[src/sbc_defs.svh]
/*
 * sbc_defs.svh - register offsets, field positions, reset values and timing counts
 * for the system basis chip serial register interface.
 * assumes: included by bare name from the register interface design file.
 */
`ifndef SBC_DEFS_SVH
`define SBC_DEFS_SVH

// ---------------------------------------------------------------
// register addresses (4-bit frame address)
// ---------------------------------------------------------------
`define SBC_ADR_MODE        4'h0
`define SBC_ADR_VMON        4'h1
`define SBC_ADR_WAKE_CTL    4'h2
`define SBC_ADR_WAKE_STS    4'h3
`define SBC_ADR_LIN_CTL     4'h4
`define SBC_ADR_LIN_STS     4'h5
`define SBC_ADR_HS_CTL      4'h6
`define SBC_ADR_HS_STS      4'h7
`define SBC_ADR_LS_CTL      4'h8
`define SBC_ADR_LS_STS      4'h9
`define SBC_ADR_TIM_CTL     4'hA
`define SBC_ADR_WD_STS      4'hB
`define SBC_ADR_AMUX_CTL    4'hC
`define SBC_ADR_CFG         4'hD
`define SBC_ADR_IRQ_MASK    4'hE
`define SBC_ADR_IRQ_SRC     4'hF

// ---------------------------------------------------------------
// field positions
// ---------------------------------------------------------------
`define SBC_MODE_OVSD_BIT   3
`define SBC_LIN_RECEIVE_ONLY_BIT_BIT  2
`define SBC_LINSTS_SHORT    3
`define SBC_LINSTS_TXD_STUCK_FLAG    2
`define SBC_LINSTS_OTEMP    1
`define SBC_IMR_LIN_BIT     1
`define SBC_ISR_LIN_WAKE    4'h1
`define SBC_ISR_LIN_FAULT   4'h2

// ---------------------------------------------------------------
// reset values
// ---------------------------------------------------------------
`define SBC_MODE_RST        4'h8
`define SBC_LIN_CTL_RST     4'h0
`define SBC_IMR_RST         4'h0
`define SBC_WAKE_CTL_RST    4'hF

// ---------------------------------------------------------------
// timing
// ---------------------------------------------------------------
`define SBC_CLK_HZ          25000000
`define SBC_TXD_STUCK_MS    1000
`define SBC_TXD_STUCK_CYC   ((`SBC_CLK_HZ / 1000) * `SBC_TXD_STUCK_MS)
`define SBC_WAKE_FILT_US    150
`define SBC_WAKE_FILT_CYC   ((`SBC_CLK_HZ / 1000000) * `SBC_WAKE_FILT_US)
`define SBC_FRAME_BITS      8

`endif

[src/sbc_pkg.sv]
/*
 * sbc_pkg.sv - types shared by the register interface.
 * assumes: nothing beyond the defs header.
 */
package sbc_pkg;
	// operating mode as decoded from the two mode select bits
	typedef enum logic [1:0] {
		SBC_MODE_NORMAL,
		SBC_MODE_STOP,
		SBC_MODE_SLEEP,
		SBC_MODE_NORMAL_WDCLR
	} sbc_mode_e;

	// wake filter progress
	typedef enum logic [1:0] {
		SBC_WK_IDLE,
		SBC_WK_DOM,
		SBC_WK_ARMED
	} sbc_wake_e;
endpackage : sbc_pkg

[src/sbc_sync.sv]
/*
 * sbc_sync.sv - two flip-flop synchroniser, one per bit.
 * assumes: inputs asynchronous to clk_sys; reset value given by parameter.
 */
`timescale 1ns/1ps
`default_nettype none
module sbc_sync #(
	parameter int         WIDTH = 4,
	parameter logic [3:0] INIT  = 4'hF
) (
	// clock and reset
	input  wire logic             clk_sys,
	input  wire logic             rst,
	// data
	input  wire logic [WIDTH-1:0] async_in,
	output logic      [WIDTH-1:0] sync_out
);
	typedef struct packed {
		logic [WIDTH-1:0] meta;
		logic [WIDTH-1:0] held;
	} sbc_sync_s;

	sbc_sync_s st_ff;
	sbc_sync_s nxt_st;

	// first stage only feeds the second
	always_comb begin
		nxt_st.meta = async_in;
		nxt_st.held = st_ff.meta;
	end

	always_ff @(posedge clk_sys or posedge rst) begin
		if (rst) begin
			st_ff <= {INIT[WIDTH-1:0], INIT[WIDTH-1:0]};
		end else begin
			st_ff <= nxt_st;
		end
	end

	assign sync_out = st_ff.held;
endmodule : sbc_sync
`default_nettype wire

[src/sbc_spi_regs.sv]
/*
 * sbc_spi_regs.sv - serial slave register interface with LIN status logic.
 * assumes: host is SPI master; pins asynchronous to clk_sys and sampled here.
 */
// Function
// - TXD low over one second shuts transmitter and sets txd_stuck_flag.
// - lin_irq_mask set makes a stuck-TXD fault assert the interrupt.
// - transmitter re-enables by itself once TXD returns high.
// - status read with TXD high clears txd_stuck_flag; TXD low keeps it.
// - receive_only_bit in normal mode disables transmitter, receiver stays.
// - any LIN error sets receive_only_bit automatically.
// - stop mode with receive_only_bit disables LIN wake; RXD follows bus.
// - stop mode: long dominant then rising edge sets LIN wake as interrupt source.
// - sleep mode: long dominant then rising edge requests wake-up reset.
// - one byte frame: address and control in, summary and status out.
// - chip select fall enables MISO and captures returned status.
// - outputs change on SCLK rise, inputs sampled on SCLK fall.
// - frame valid only with exactly eight sampling edges.
// - chip select rise commits write; MISO tri-stated while deselected.
// - power-on, reset mode or pin reset restore bits; POR sets power_loss_flag.
// - even addresses return paired status, except C which reads zero; only mode, LIN control and interrupt mask take writes; odd read only.
// - summary nibble leads every frame regardless of address.
// - voltage_summary_flag is OR of voltage monitor bits.
// - lin_summary_flag is OR of LIN status bits.
// - high and low side summary flags are OR of their fault bits.
// - mode write returns voltage monitor; shutdown enable resets to one.
// - overvoltage with shutdown enabled switches off both side drivers.
// - mode bits decode normal, stop, sleep, normal with watchdog clear.
// - any access to mode or voltage monitor clears power_loss_flag.
// - status read without RXD short clears rx_pin_short_flag.
`timescale 1ns/1ps
`default_nettype none
`include "sbc_defs.svh"
module sbc_spi_regs
	import sbc_pkg::*;
#(
	parameter int TXD_STUCK_CYC = `SBC_TXD_STUCK_CYC,
	parameter int WAKE_FILT_CYC = `SBC_WAKE_FILT_CYC
) (
	// clock and resets
	input  wire logic       clk_sys,
	input  wire logic       rst,
	input  wire logic       por_pulse,
	input  wire logic       reset_mode,
	input  wire logic       pin_reset,
	// serial pins
	input  wire logic       cs_n,
	input  wire logic       sclk,
	input  wire logic       mosi,
	output logic            miso_o,
	output logic            miso_oe,
	// LIN transceiver side
	input  wire logic       txd,
	input  wire logic       lin_rx,
	input  wire logic       lin_overtemp,
	input  wire logic       rxd_short,
	output logic            lin_tx_enable,
	output logic            rxd_follow_bus,
	// analog status inputs
	input  wire logic [3:0] vmon_status,
	input  wire logic [3:0] wake_status,
	input  wire logic [3:0] hs_status,
	input  wire logic [3:0] ls_status,
	input  wire logic [3:0] wd_status,
	// outputs to the rest of the chip
	output logic            irq_n,
	output logic            side_drivers_off,
	output logic [1:0]      op_mode,
	output logic            watchdog_clear,
	output logic            wake_reset_req
);
	// ---------------------------------------------------------------
	// state
	// ---------------------------------------------------------------
	typedef struct packed {
		logic             cs_q;
		logic             sclk_q;
		logic [2:0]       edge_cnt;
		logic             over;
		logic [7:0]       shift_in;
		logic [7:0]       shift_out;
		logic             miso;
		logic             miso_en;
		logic             ovsd_en;
		logic             c2;
		logic [1:0]       mode;
		logic             wdclr;
		logic [3:0]       lin_ctl;
		logic [3:0]       interrupt_mask;
		logic [3:0]       interrupt_source;
		logic             pwr_loss;
		logic             txd_stuck;
		logic             rx_short;
		logic             lin_ot;
		logic [31:0]      txd_cnt;
		logic [31:0]      wk_cnt;
		sbc_wake_e        wk;
		logic             wake_rst;
		logic [23:0]      snap;
		logic             auto_rx;
	} sbc_regs_s;

	sbc_regs_s  st_ff;
	sbc_regs_s  nxt_st;
	logic [2:0] pins_s;
	logic       cs_s;
	logic       sclk_s;
	logic       mosi_s;
	logic       txd_s;
	logic       lin_s;
	logic [3:0] lin_sts;
	logic [3:0] summary;
	logic [3:0] rd_data;
	logic       cs_fall;
	logic       cs_rise;
	logic       sclk_fall;
	logic       sclk_rise;
	logic       valid;
	logic       soft_rst;
	logic       lin_err;

	// ---------------------------------------------------------------
	// pin synchronisers
	// ---------------------------------------------------------------
	sbc_sync #(.WIDTH(3), .INIT(4'h7)) u_sync_spi (
		.clk_sys  (clk_sys),
		.rst      (rst),
		.async_in ({cs_n, sclk, mosi}),
		.sync_out (pins_s)
	);
	sbc_sync #(.WIDTH(2), .INIT(4'h3)) u_sync_lin (
		.clk_sys  (clk_sys),
		.rst      (rst),
		.async_in ({txd, lin_rx}),
		.sync_out ({txd_s, lin_s})
	);
	assign cs_s   = pins_s[2];
	assign sclk_s = pins_s[1];
	assign mosi_s = pins_s[0];

	// edge detection on synchronised pins
	assign cs_fall   = st_ff.cs_q & ~cs_s;
	assign cs_rise   = ~st_ff.cs_q & cs_s;
	assign sclk_fall = ~cs_s & st_ff.sclk_q & ~sclk_s;
	assign sclk_rise = ~cs_s & ~st_ff.sclk_q & sclk_s;
	assign valid     = cs_rise & (st_ff.edge_cnt == 3'h0) & st_ff.over;

	// summary nibble and status read mux
	assign lin_sts = {st_ff.rx_short, st_ff.txd_stuck, st_ff.lin_ot, 1'b0};
	assign summary = {|{vmon_status[3:1], st_ff.pwr_loss},
	                  |lin_sts,
	                  |hs_status,
	                  |ls_status};

	// address pairs 0 to 5 pick status from the snapshot taken at frame start; pair 7 reads the interrupt source
	always_comb begin
		rd_data = 4'h0;
		if (st_ff.shift_in[3:1] == 3'h0) begin
			rd_data = st_ff.snap[23:20];
		end else if (st_ff.shift_in[3:1] == 3'h1) begin
			rd_data = st_ff.snap[19:16];
		end else if (st_ff.shift_in[3:1] == 3'h2) begin
			rd_data = st_ff.snap[15:12];
		end else if (st_ff.shift_in[3:1] == 3'h3) begin
			rd_data = st_ff.snap[11:8];
		end else if (st_ff.shift_in[3:1] == 3'h4) begin
			rd_data = st_ff.snap[7:4];
		end else if (st_ff.shift_in[3:1] == 3'h5) begin
			rd_data = st_ff.snap[3:0];
		end else if (st_ff.shift_in[3:1] == 3'h7) begin
			rd_data = st_ff.interrupt_source;
		end
	end

	assign soft_rst = reset_mode | pin_reset;
	assign lin_err  = (st_ff.txd_stuck & ~txd_s) | rxd_short | lin_overtemp;

	// ---------------------------------------------------------------
	// next state
	// ---------------------------------------------------------------
	always_comb begin
		nxt_st        = st_ff;
		nxt_st.cs_q   = cs_s;
		nxt_st.sclk_q = sclk_s;
		nxt_st.wdclr  = 1'b0;

		// frame start: drive MISO, load summary, freeze the six status pairs
		if (cs_fall) begin
			nxt_st.snap      = {vmon_status[3:1], st_ff.pwr_loss, wake_status, lin_sts, hs_status, ls_status, wd_status};
			nxt_st.miso_en   = 1'b1;
			nxt_st.edge_cnt  = 3'h0;
			nxt_st.over      = 1'b0;
			nxt_st.shift_out = {summary, 4'h0};
			nxt_st.miso      = summary[3];
		end
		// sample on falling SCLK
		if (sclk_fall) begin
			nxt_st.shift_in = {st_ff.shift_in[6:0], mosi_s};
			nxt_st.edge_cnt = st_ff.edge_cnt + 3'h1;
			if (st_ff.over) begin
				nxt_st.edge_cnt = 3'h1; // any edge past eight keeps the frame invalid
			end else if (st_ff.edge_cnt == 3'h7) begin
				nxt_st.over = 1'b1;
			end
		end
		// drive on rising SCLK
		if (sclk_rise) begin
			if (st_ff.edge_cnt == 3'h4) begin
				nxt_st.miso = rd_data[3];
				nxt_st.shift_out = {rd_data, 4'h0};
			end else begin
				nxt_st.miso = st_ff.shift_out[6];
				nxt_st.shift_out = {st_ff.shift_out[6:0], 1'b0};
			end
		end
		// frame end: release MISO and commit valid writes
		if (cs_rise) begin
			nxt_st.miso_en = 1'b0;
			if (valid) begin
				if (st_ff.shift_in[7:4] == `SBC_ADR_MODE) begin
					nxt_st.ovsd_en = st_ff.shift_in[`SBC_MODE_OVSD_BIT];
					nxt_st.c2      = st_ff.shift_in[2];
					nxt_st.mode    = st_ff.shift_in[1:0];
					nxt_st.wdclr   = (st_ff.shift_in[1:0] == 2'h3);
				end else if (st_ff.shift_in[7:4] == `SBC_ADR_LIN_CTL) begin
					nxt_st.lin_ctl = st_ff.shift_in[3:0];
					nxt_st.auto_rx = 1'b0;
				end else if (st_ff.shift_in[7:4] == `SBC_ADR_IRQ_MASK) begin
					nxt_st.interrupt_mask = st_ff.shift_in[3:0];
				end
				if (st_ff.shift_in[7:5] == 3'h0) begin
					nxt_st.pwr_loss = 1'b0;
				end
				if (st_ff.shift_in[7:5] == 3'h2) begin
					if (txd_s) begin
						nxt_st.txd_stuck = 1'b0;
					end
					if (!rxd_short) begin
						nxt_st.rx_short = 1'b0;
					end
					if (!lin_overtemp) begin
						nxt_st.lin_ot = 1'b0;
					end
				end
				if (st_ff.shift_in[7:4] == `SBC_ADR_IRQ_SRC || st_ff.shift_in[7:4] == `SBC_ADR_IRQ_MASK) begin
					nxt_st.interrupt_source = 4'h0;
				end
			end
		end

		// TXD stuck dominant timer
		if (txd_s) begin
			nxt_st.txd_cnt = 32'h0;
		end else if (st_ff.txd_cnt < TXD_STUCK_CYC) begin
			nxt_st.txd_cnt = st_ff.txd_cnt + 32'h1;
		end else begin
			nxt_st.txd_stuck = 1'b1;
		end
		// fault set wins over the read clear
		if (rxd_short) begin
			nxt_st.rx_short = 1'b1;
		end
		if (lin_overtemp) begin
			nxt_st.lin_ot = 1'b1;
		end
		if (lin_err) begin
			nxt_st.lin_ctl[`SBC_LIN_RECEIVE_ONLY_BIT_BIT] = 1'b1;
			nxt_st.auto_rx = 1'b1;
			nxt_st.interrupt_source = `SBC_ISR_LIN_FAULT;
		end else if (nxt_st.auto_rx) begin
			// fault gone: drop the receive-only bit that the fault set
			nxt_st.lin_ctl[`SBC_LIN_RECEIVE_ONLY_BIT_BIT] = 1'b0;
			nxt_st.auto_rx = 1'b0;
		end

		// LIN wake filter in stop and sleep
		nxt_st.wake_rst = 1'b0;
		case (st_ff.wk)
			SBC_WK_IDLE: begin
				nxt_st.wk_cnt = 32'h0;
				if (!lin_s && (st_ff.mode == 2'h2 ||
				    (st_ff.mode == 2'h1 && !st_ff.lin_ctl[`SBC_LIN_RECEIVE_ONLY_BIT_BIT]))) begin
					nxt_st.wk = SBC_WK_DOM;
				end
			end
			SBC_WK_DOM: begin
				if (lin_s) begin
					nxt_st.wk = SBC_WK_IDLE;
				end else if (st_ff.wk_cnt >= WAKE_FILT_CYC) begin
					nxt_st.wk = SBC_WK_ARMED;
				end else begin
					nxt_st.wk_cnt = st_ff.wk_cnt + 32'h1;
				end
			end
			SBC_WK_ARMED: begin
				if (lin_s) begin
					nxt_st.wk = SBC_WK_IDLE;
					nxt_st.interrupt_source = `SBC_ISR_LIN_WAKE;
					nxt_st.wake_rst = (st_ff.mode == 2'h2);
				end
			end
			default: begin
				nxt_st.wk = SBC_WK_IDLE;
			end
		endcase

		// reset mode and pin reset restore their bits
		if (soft_rst) begin
			nxt_st.lin_ctl[`SBC_LIN_RECEIVE_ONLY_BIT_BIT] = 1'b0;
			nxt_st.interrupt_mask = `SBC_IMR_RST;
		end
		if (por_pulse) begin
			nxt_st.pwr_loss = 1'b1;
			nxt_st.ovsd_en  = 1'b1;
			nxt_st.c2       = 1'b0;
			nxt_st.lin_ctl  = `SBC_LIN_CTL_RST;
		end
	end

	always_ff @(posedge clk_sys or posedge rst) begin
		if (rst) begin
			st_ff          <= '0;
			st_ff.cs_q     <= 1'b1;
			st_ff.sclk_q   <= 1'b1;
			st_ff.ovsd_en  <= 1'b1;
			st_ff.pwr_loss <= 1'b1;
			st_ff.wk       <= SBC_WK_IDLE;
		end else begin
			st_ff <= nxt_st;
		end
	end

	// ---------------------------------------------------------------
	// outputs
	// ---------------------------------------------------------------
	assign miso_o          = st_ff.miso;
	assign miso_oe         = st_ff.miso_en;
	assign lin_tx_enable   = ~st_ff.lin_ctl[`SBC_LIN_RECEIVE_ONLY_BIT_BIT] & ~(st_ff.txd_stuck & ~txd_s) &
	                         (st_ff.mode != 2'h1) & (st_ff.mode != 2'h2);
	assign rxd_follow_bus  = st_ff.lin_ctl[`SBC_LIN_RECEIVE_ONLY_BIT_BIT];
	assign irq_n           = ~(st_ff.interrupt_mask[`SBC_IMR_LIN_BIT] & |lin_sts);
	assign side_drivers_off = st_ff.ovsd_en & vmon_status[3];
	assign op_mode         = st_ff.mode;
	assign watchdog_clear  = st_ff.wdclr;
	assign wake_reset_req  = st_ff.wake_rst;

	// ---------------------------------------------------------------
	// checks
	// ---------------------------------------------------------------
	AST_STUCK_IRQ: assert property (@(posedge clk_sys) disable iff (rst || soft_rst || por_pulse)
		!txd_s && (st_ff.txd_cnt >= TXD_STUCK_CYC) && st_ff.interrupt_mask[`SBC_IMR_LIN_BIT] && !cs_rise |=> !irq_n)
		else $error("stuck fault without irq");
	AST_STUCK_TXOFF: assert property (@(posedge clk_sys) disable iff (rst)
		st_ff.txd_stuck && !txd_s |-> !lin_tx_enable) else $error("transmitter on while stuck");
	AST_RECEIVE_ONLY_BIT: assert property (@(posedge clk_sys) disable iff (rst)
		st_ff.lin_ctl[`SBC_LIN_RECEIVE_ONLY_BIT_BIT] |-> !lin_tx_enable) else $error("tx on in receive only");
	AST_ERR_RECEIVE_ONLY_BIT: assert property (@(posedge clk_sys) disable iff (rst)
		lin_err && !soft_rst && !por_pulse |=> st_ff.lin_ctl[`SBC_LIN_RECEIVE_ONLY_BIT_BIT]) else $error("receive_only_bit not set");
	AST_MISO_HIZ: assert property (@(posedge clk_sys) disable iff (rst)
		cs_rise |=> !miso_oe) else $error("miso driven after deselect");
	AST_MISO_ON: assert property (@(posedge clk_sys) disable iff (rst)
		cs_fall |=> miso_oe) else $error("miso not enabled");
	AST_OVSD: assert property (@(posedge clk_sys) disable iff (rst || por_pulse)
		valid && (st_ff.shift_in[7:4] == `SBC_ADR_MODE) |=>
		side_drivers_off == (st_ff.shift_in[`SBC_MODE_OVSD_BIT] && vmon_status[3])) else $error("shutdown mismatch");
	AST_BAD_FRAME: assert property (@(posedge clk_sys) disable iff (rst || por_pulse || soft_rst)
		cs_rise && !valid |=> $stable(st_ff.interrupt_mask) && $stable(st_ff.mode)) else $error("bad frame wrote");
	AST_SUMMARY: assert property (@(posedge clk_sys) disable iff (rst)
		cs_fall |=> st_ff.shift_out[6] == ($past(st_ff.rx_short) || $past(st_ff.txd_stuck) || $past(st_ff.lin_ot)))
		else $error("lin summary wrong");
endmodule : sbc_spi_regs
`default_nettype wire

[config.mk]
export PLATFORM = sky130hd
export DESIGN_NAME = sbc_spi_regs
export DESIGN_NICKNAME = d
export VERILOG_FILES = /design/src/sbc_pkg.sv /design/src/sbc_sync.sv /design/src/sbc_spi_regs.sv
export VERILOG_INCLUDE_DIRS = /design/src
export SDC_FILE = /design/constraint.sdc
export NUM_CORES = 1
export LEC_CHECK = 0
export ABC_AREA = 1
export BUFFER_PORTS_ARGS = -buffer_cell sky130_fd_sc_hd__buf_2
export CAP_MARGIN = 20
export CORE_ASPECT_RATIO = 1.75
export CORE_UTILIZATION = 55
export CTS_BUF_LIST = sky130_fd_sc_hd__clkbuf_16
export DETAILED_ROUTE_END_ITERATION = 7
export PLACE_DENSITY_LB_ADDON = 0.08
export SYNTH_ARGS = -nofsm -noshare
export SYNTH_HDL_FRONTEND = slang
export SYNTH_SLANG_ARGS = --single-unit
[constraint.sdc]
create_clock -name clk_sys -period 5.63 [get_ports clk_sys]
set_input_delay 1.126 -clock clk_sys [delete_from_list [all_inputs] [get_ports clk_sys]]
set_output_delay 1.126 -clock clk_sys [all_outputs]
set_load 0.05 [all_outputs]
# [Yosys cells after proc, flatten, opt, wreduce, memory -nomap -nowiden]
# Cells that the tools add are included.
[totals] register_bits=139 latchBits=0 mem_bits_rw=0 rom_bits=0 inputBits=32 wordCells=188 mem_count=0
[classes] addsub=3 mul=0 div_mod_pow=0 magnitude_cmp=2 eq_ne=27 shifts=0 mux=58 bitwise=25 reduce_logical=45
[ops] operator="32-bit 2-to-1 mux" n=4
[ops] operator="32-bit by 1-bit adder with 32-bit output (second input constant)" n=2
[ops] operator="32-bit one-hot mux with 2 select lines" n=1
[ops] operator="4-bit 2-to-1 mux" n=15
[ops] operator="2-bit nonzero test" n=18
[ops] operator="32-bit by 12-bit >= comparator with 1-bit output (second input constant)" n=1
[ops] operator="32-bit by 25-bit < comparator with 1-bit output (second input constant)" n=1
[ops] operator="8-bit 2-to-1 mux" n=3
[ops] operator="22-bit 2-to-1 mux" n=1
[ops] operator="21-bit 2-to-1 mux" n=1
[ops] operator="3-bit AND reduction" n=7
[ops] operator="1-bit 2-to-1 mux" n=20
[ops] operator="3-bit equality test (second input constant)" n=5
[ops] operator="5-bit nonzero test" n=3
[ops] operator="1-bit AND" n=14
[ops] operator="12-bit 2-to-1 mux" n=1
[ops] operator="3-bit 2-to-1 mux" n=4
[ops] operator="2-bit != test (second input constant)" n=6
[ops] operator="4-bit OR reduction" n=3
[ops] operator="2-bit 2-to-1 mux" n=5
[ops] operator="3-bit by 2-bit equality test with 1-bit output (second input constant)" n=3
[ops] operator="3-bit zero test" n=3
[ops] operator="9-bit 2-to-1 mux" n=1
[ops] operator="4-bit equality test (second input constant)" n=2
[ops] operator="20 further kinds" n=36

# [Logic depth before layout (Yosys ltp)]
[depth] depth_word=10 depth_mapped=12 ltp_nobuf=11

# [Hierarchy]
# A second synthesis with hierarchy kept.
[hier_totals] hier_cells=834 hier_area_um2=6593.8
[modules_own_cells] module="sbc_spi_regs" n_inst=1 cells_each=822 area_each_um2=6323.6
[modules_own_cells] module="sbc_sync at u_sync_spi" n_inst=1 cells_each=7 area_each_um2=161.4
[modules_own_cells] module="sbc_sync at u_sync_lin" n_inst=1 cells_each=5 area_each_um2=108.9

# [Least setup slack after synthesis]
# OpenSTA, ideal clock, no wires.
[synth_path] path_kind="register -> output" startpoint="register st_ff, in the netlist rxd_follow_bus" endpoint="output lin_tx_enable" arrival_ps=2166 t_required_ps=4504 setup_slack_ps=2338 path_stages_with_launch=2 n_path_buf=0 cell_sequence="dfrtp_1 > nor4_1"
[synth_between] elab_chain_cells=4
[synth_rtl] item="start, declared" line="sbc_spi_regs.sv:103" source="sbc_regs_s st_ff;"
[synth_rtl] item="start signal, assigned" line="sbc_spi_regs.sv:329" source="st_ff <= nxt_st;"
[synth_rtl] item="1-bit NOT" line="sbc_spi_regs.sv:338" source="assign lin_tx_enable = ~st_ff.lin_ctl[`SBC_LIN_RECEIVE_ONLY_BIT_BIT] & ~(st_ff.txd_stuck & ~txd_s) &"
[synth_rtl] item="1-bit AND (3 in a row)" line="sbc_spi_regs.sv:338"
[synth_rtl] item="end, declared" line="sbc_spi_regs.sv:57" source="output logic lin_tx_enable,"
# No other way between the ends.

# [Final worst setup path]
[layout_path] startpoint="register u_sync_lin.st_ff, in the netlist u_sync_lin.sync_out[1]" endpoint="output lin_tx_enable"
[layout_between] elab_chain_cells=6
[layout_rtl] item="start, declared" line="sbc_sync.sv:23" source="sbc_sync_s st_ff;"
[layout_rtl] item="start signal, assigned" line="sbc_sync.sv:34" source="st_ff <= {INIT[WIDTH-1:0], INIT[WIDTH-1:0]};"
[layout_rtl] item="start signal, assigned" line="sbc_sync.sv:36" source="st_ff <= nxt_st;"
[layout_rtl] item="1-bit NOT" line="sbc_spi_regs.sv:338"
[layout_rtl] item="1-bit AND" line="sbc_spi_regs.sv:338"
[layout_rtl] item="1-bit NOT" line="sbc_spi_regs.sv:338"
[layout_rtl] item="1-bit AND (3 in a row)" line="sbc_spi_regs.sv:338"
# No other way between the ends.

==> impl_metrics.yaml <==
outcome:
  status: "complete, no violations"
grt:
  grt_pass1_wl_um: 24590
  use_met3: 0.03764
  grtUsageMet2: 0.4593
  busiest_layer: "met2"
  grtUsageTotal: 0.2502
  antenna_found_initial: 0
  met1_usage: 0.2718
  grt-ovfl-total: 0
  grt_max_degree: 63
  grt_pass1_vias: 5503
yosys:
  avgSynthCellArea_um2: 7.733
  synth_top_area_share: 0.4526
  netlist_instances: 858
  synthArstFlopShare: 1.000
  synth_most_common_cell: "nand2_1"
  ys_top_cells_by_count: "nand2_1, nor2_1, dfrtp_1"
  ys.flop_type: "dfrtp_1"
  ys_top_cells_by_area: "dfrtp_1, nand2_1, nor2_1, nand3_1, dfstp_2"
  synth_edf_count: 0
  synthDistinctLibCells: 31
  ys_warn_count: 0
  synthesis.nets: 898
  netlist_area_mm2: 0.006635
  ys_seq_elements: 134
  yosysSeqAreaShare: 0.5080
  yosysTopAreaCell: "dfrtp_1"
clocking:
  holdBufCountCts: 0
  ctsRootBufferMaster: "clkbuf_16"
  post_cts_resized: 0
  post-cts-setup-buffers: 0
  tritoncts: "done"
  max-clock-path-buffers: 2
  htree_levels: 4
  cts_sinks: 134
  clkTransAtPathRegs_ps: 60
  cts_made_buffers: 17
  insertion_delay_ps: 420
worst_setup_path:
  r2r-end: "st_ff[33]$_DFFE_PP0P_"
  cp-end-kind: "output port"
  reg2regPathDepth: 9
  crit_type: "reg -> out"
  crit_path_max_fanout: 29
  crit_required_ps: 4500
  cp.arrival_ps: 2020
  crit_path_start: "u_sync_lin.sync_out[1]$_DFF_PP1_"
  cp-start-kind: "flip-flop"
  crit_path_end: "lin_tx_enable"
  reg2reg_slack_ps: 3410
  r2r_start: "st_ff[27]$_DFFE_PP0P_"
die:
  die_h_um: 147.3
  die_w_um: 85.03
  die_area_mm2: 0.01252
  num_io_pins: 42
  start_util: 0.5697
  num_rows: 52
  core-area_mm2: 0.01165
sta:
  slew_viol_final: 0
  slew_headroom: 0.5010
  max_freq_mhz: 317.5
  min_period_ps: 3149
  hold_viol: 0
  fin_worst_skew_ps: 8.793
  finalCritPeriodShare: 0.5594
  finalSetupViolations: 0
  worstMarginPinSlew_ps: 742.8
  fin_tns_setup_ps: 0
  grt_setup_unrepaired: "no"
power_and_ir_drop:
  p_sw_mw: 0.6062
  ir_drop_mv: 0.2195
  power_density_mw_per_mm2: 312.4
  p_sw_frac: 0.2595
  p_comb_frac: 0.074
  seq_power_share: 0.453
  intPower_mw: 1.729
  pwr-share-clk: 0.473
  p_leak_nw: 3.634
finish:
  syn_to_final_growth_pct: 12.69
  fin_util: 0.6420
  fill_cells: 1039
  diodes: 0
  drive_above_1_share: 0.1126
  fin_nets: 933
placement:
  io_buffers: 40
  gp_congestion: 0.8931
  dp_hpwl_um: 10440
drt:
  routedWlPerCell_um: 14.00
  totalWireLength_um: 14570
  drtIter0Drc: 302
  route.detailed.drc: 0
  firstDrtPassIters: 5
  vias: 5567
  ant_nets: 0
  vias_per_cell: 5.348
worst_hold_path:
  hold_depth: 0
  hp-class: "reg -> reg"
run:
  drv_cap: 0
## cell usage in the layout (no fill, tap or decap), types with 15 or more instances in the layout
| cell | n |
|---|---|
| nand3_1 | 80 |
| xor2_1 | 21 |
| inv_1 | 97 |
| nand4_1 | 15 |
| nor3_1 | 17 |
| nor2_1 | 134 |
| clkbuf_16 | 17 |
| nand2_1 | 246 |
| dfrtp_1 | 120 |
| o21ai_0 | 37 |
| buf_2 | 40 |
## power groups by stage
stage,sequential [mW],combinational [mW],clock (mW)
CTS,1.06,0.176,1.12
detailed placement,1.07,0.174,0
finish,1.06,0.173,1.10
floorplan,1.06,0.125,0
global route,1.06,0.199,1.16
global placement,1.07,0.169,0
## state kept, by name (all words and copies together), names as in the netlist
name,count
miso_o,1
u_sync_lin.sync_out,2
wake_reset_req,1
lin_sts,3
miso_oe,1
rxd_follow_bus,1
op_mode,2
u_sync_spi.nxt_st,3
u_sync_spi.sync_out,3
watchdog_clear,1
st_ff,114
u_sync_lin.nxt_st,2
## layer usage
layer | part of all wire | vias up
met2 | 0.54 | 140
met5 | 0 | -
met4 | 0.036 | 0
met3 | 0.035 | 40
li1 | - | 2756
met1 | 0.39 | 2631
## logic make-up (layout without fill, tap and decap cells)
kind of cell / count (synthesis) / after routing / share of synthesized area
AOI/OAI and AO/OA: 57 / 57 / 0.04639
adders and majority gates: 8 / 8 / 0.01509
xor gates and xnor gates: 26 / 26 / 0.03432
and+or+nand+nor: 506 / 506 / 0.3170
DFF: 134 / 134 / 0.5080
buffers and inverters: 127 / 175 / 0.07920
## cell type report
class                   instances  area [um^2]  area share
repair buffers                 44        230.2     0.03079
clock buffers                  17        425.4     0.05689
well taps                     135        168.9     0.02259
multi-input cells             597         2739      0.3663
clock inverters                15        168.9     0.02259
inverters                      99        374.1     0.05003
flip-flops and latches        134         3371      0.4508
## worst max-delay path, cell delays in order (launching register included)
cell	delay, ps
dfstp_2	860
nor2_1	160
nor4_1	260
buf_2	330
## worst min path at each step
stage / startpoint / end / slack, ps
after CTS: u_sync_spi.nxt_st[1]$_DFF_PP1_ / u_sync_spi.sync_out[1]$_DFF_PP1_ / 360
after global placement: u_sync_spi.nxt_st[2]$_DFF_PP1_ / u_sync_spi.sync_out[2]$_DFF_PP1_ / 350
final: u_sync_spi.nxt_st[2]$_DFF_PP1_ / u_sync_spi.sync_out[2]$_DFF_PP1_ / 360
after global routing: u_sync_spi.nxt_st[2]$_DFF_PP1_ / u_sync_spi.sync_out[2]$_DFF_PP1_ / 360
after floorplan: u_sync_lin.nxt_st[0]$_DFF_PP1_ / u_sync_lin.sync_out[0]$_DFF_PP1_ / 350
after detailed placement: u_sync_spi.nxt_st[2]$_DFF_PP1_ / u_sync_spi.sync_out[2]$_DFF_PP1_ / 350
## per-stage QoR
stage | instances | hold slack, ps | power, mW | worst slack [ps] | instance area [um^2]
finish | 1041 | 355.7 | 2.336 | 2481 | 7477
global route | 1041 | 357.1 | 2.421 | 2370 | 7477
CTS | 1041 | 355.2 | 2.355 | 2480 | 7477
detailed placement | 1009 | 347.2 | 1.248 | 2927 | 6883
global placement | 1009 | 346.2 | 1.241 | 2932 | 6883
floorplan | 858 | 345.2 | 1.186 | 944.4 | 6635
Power figures use the tool's default switching activity.
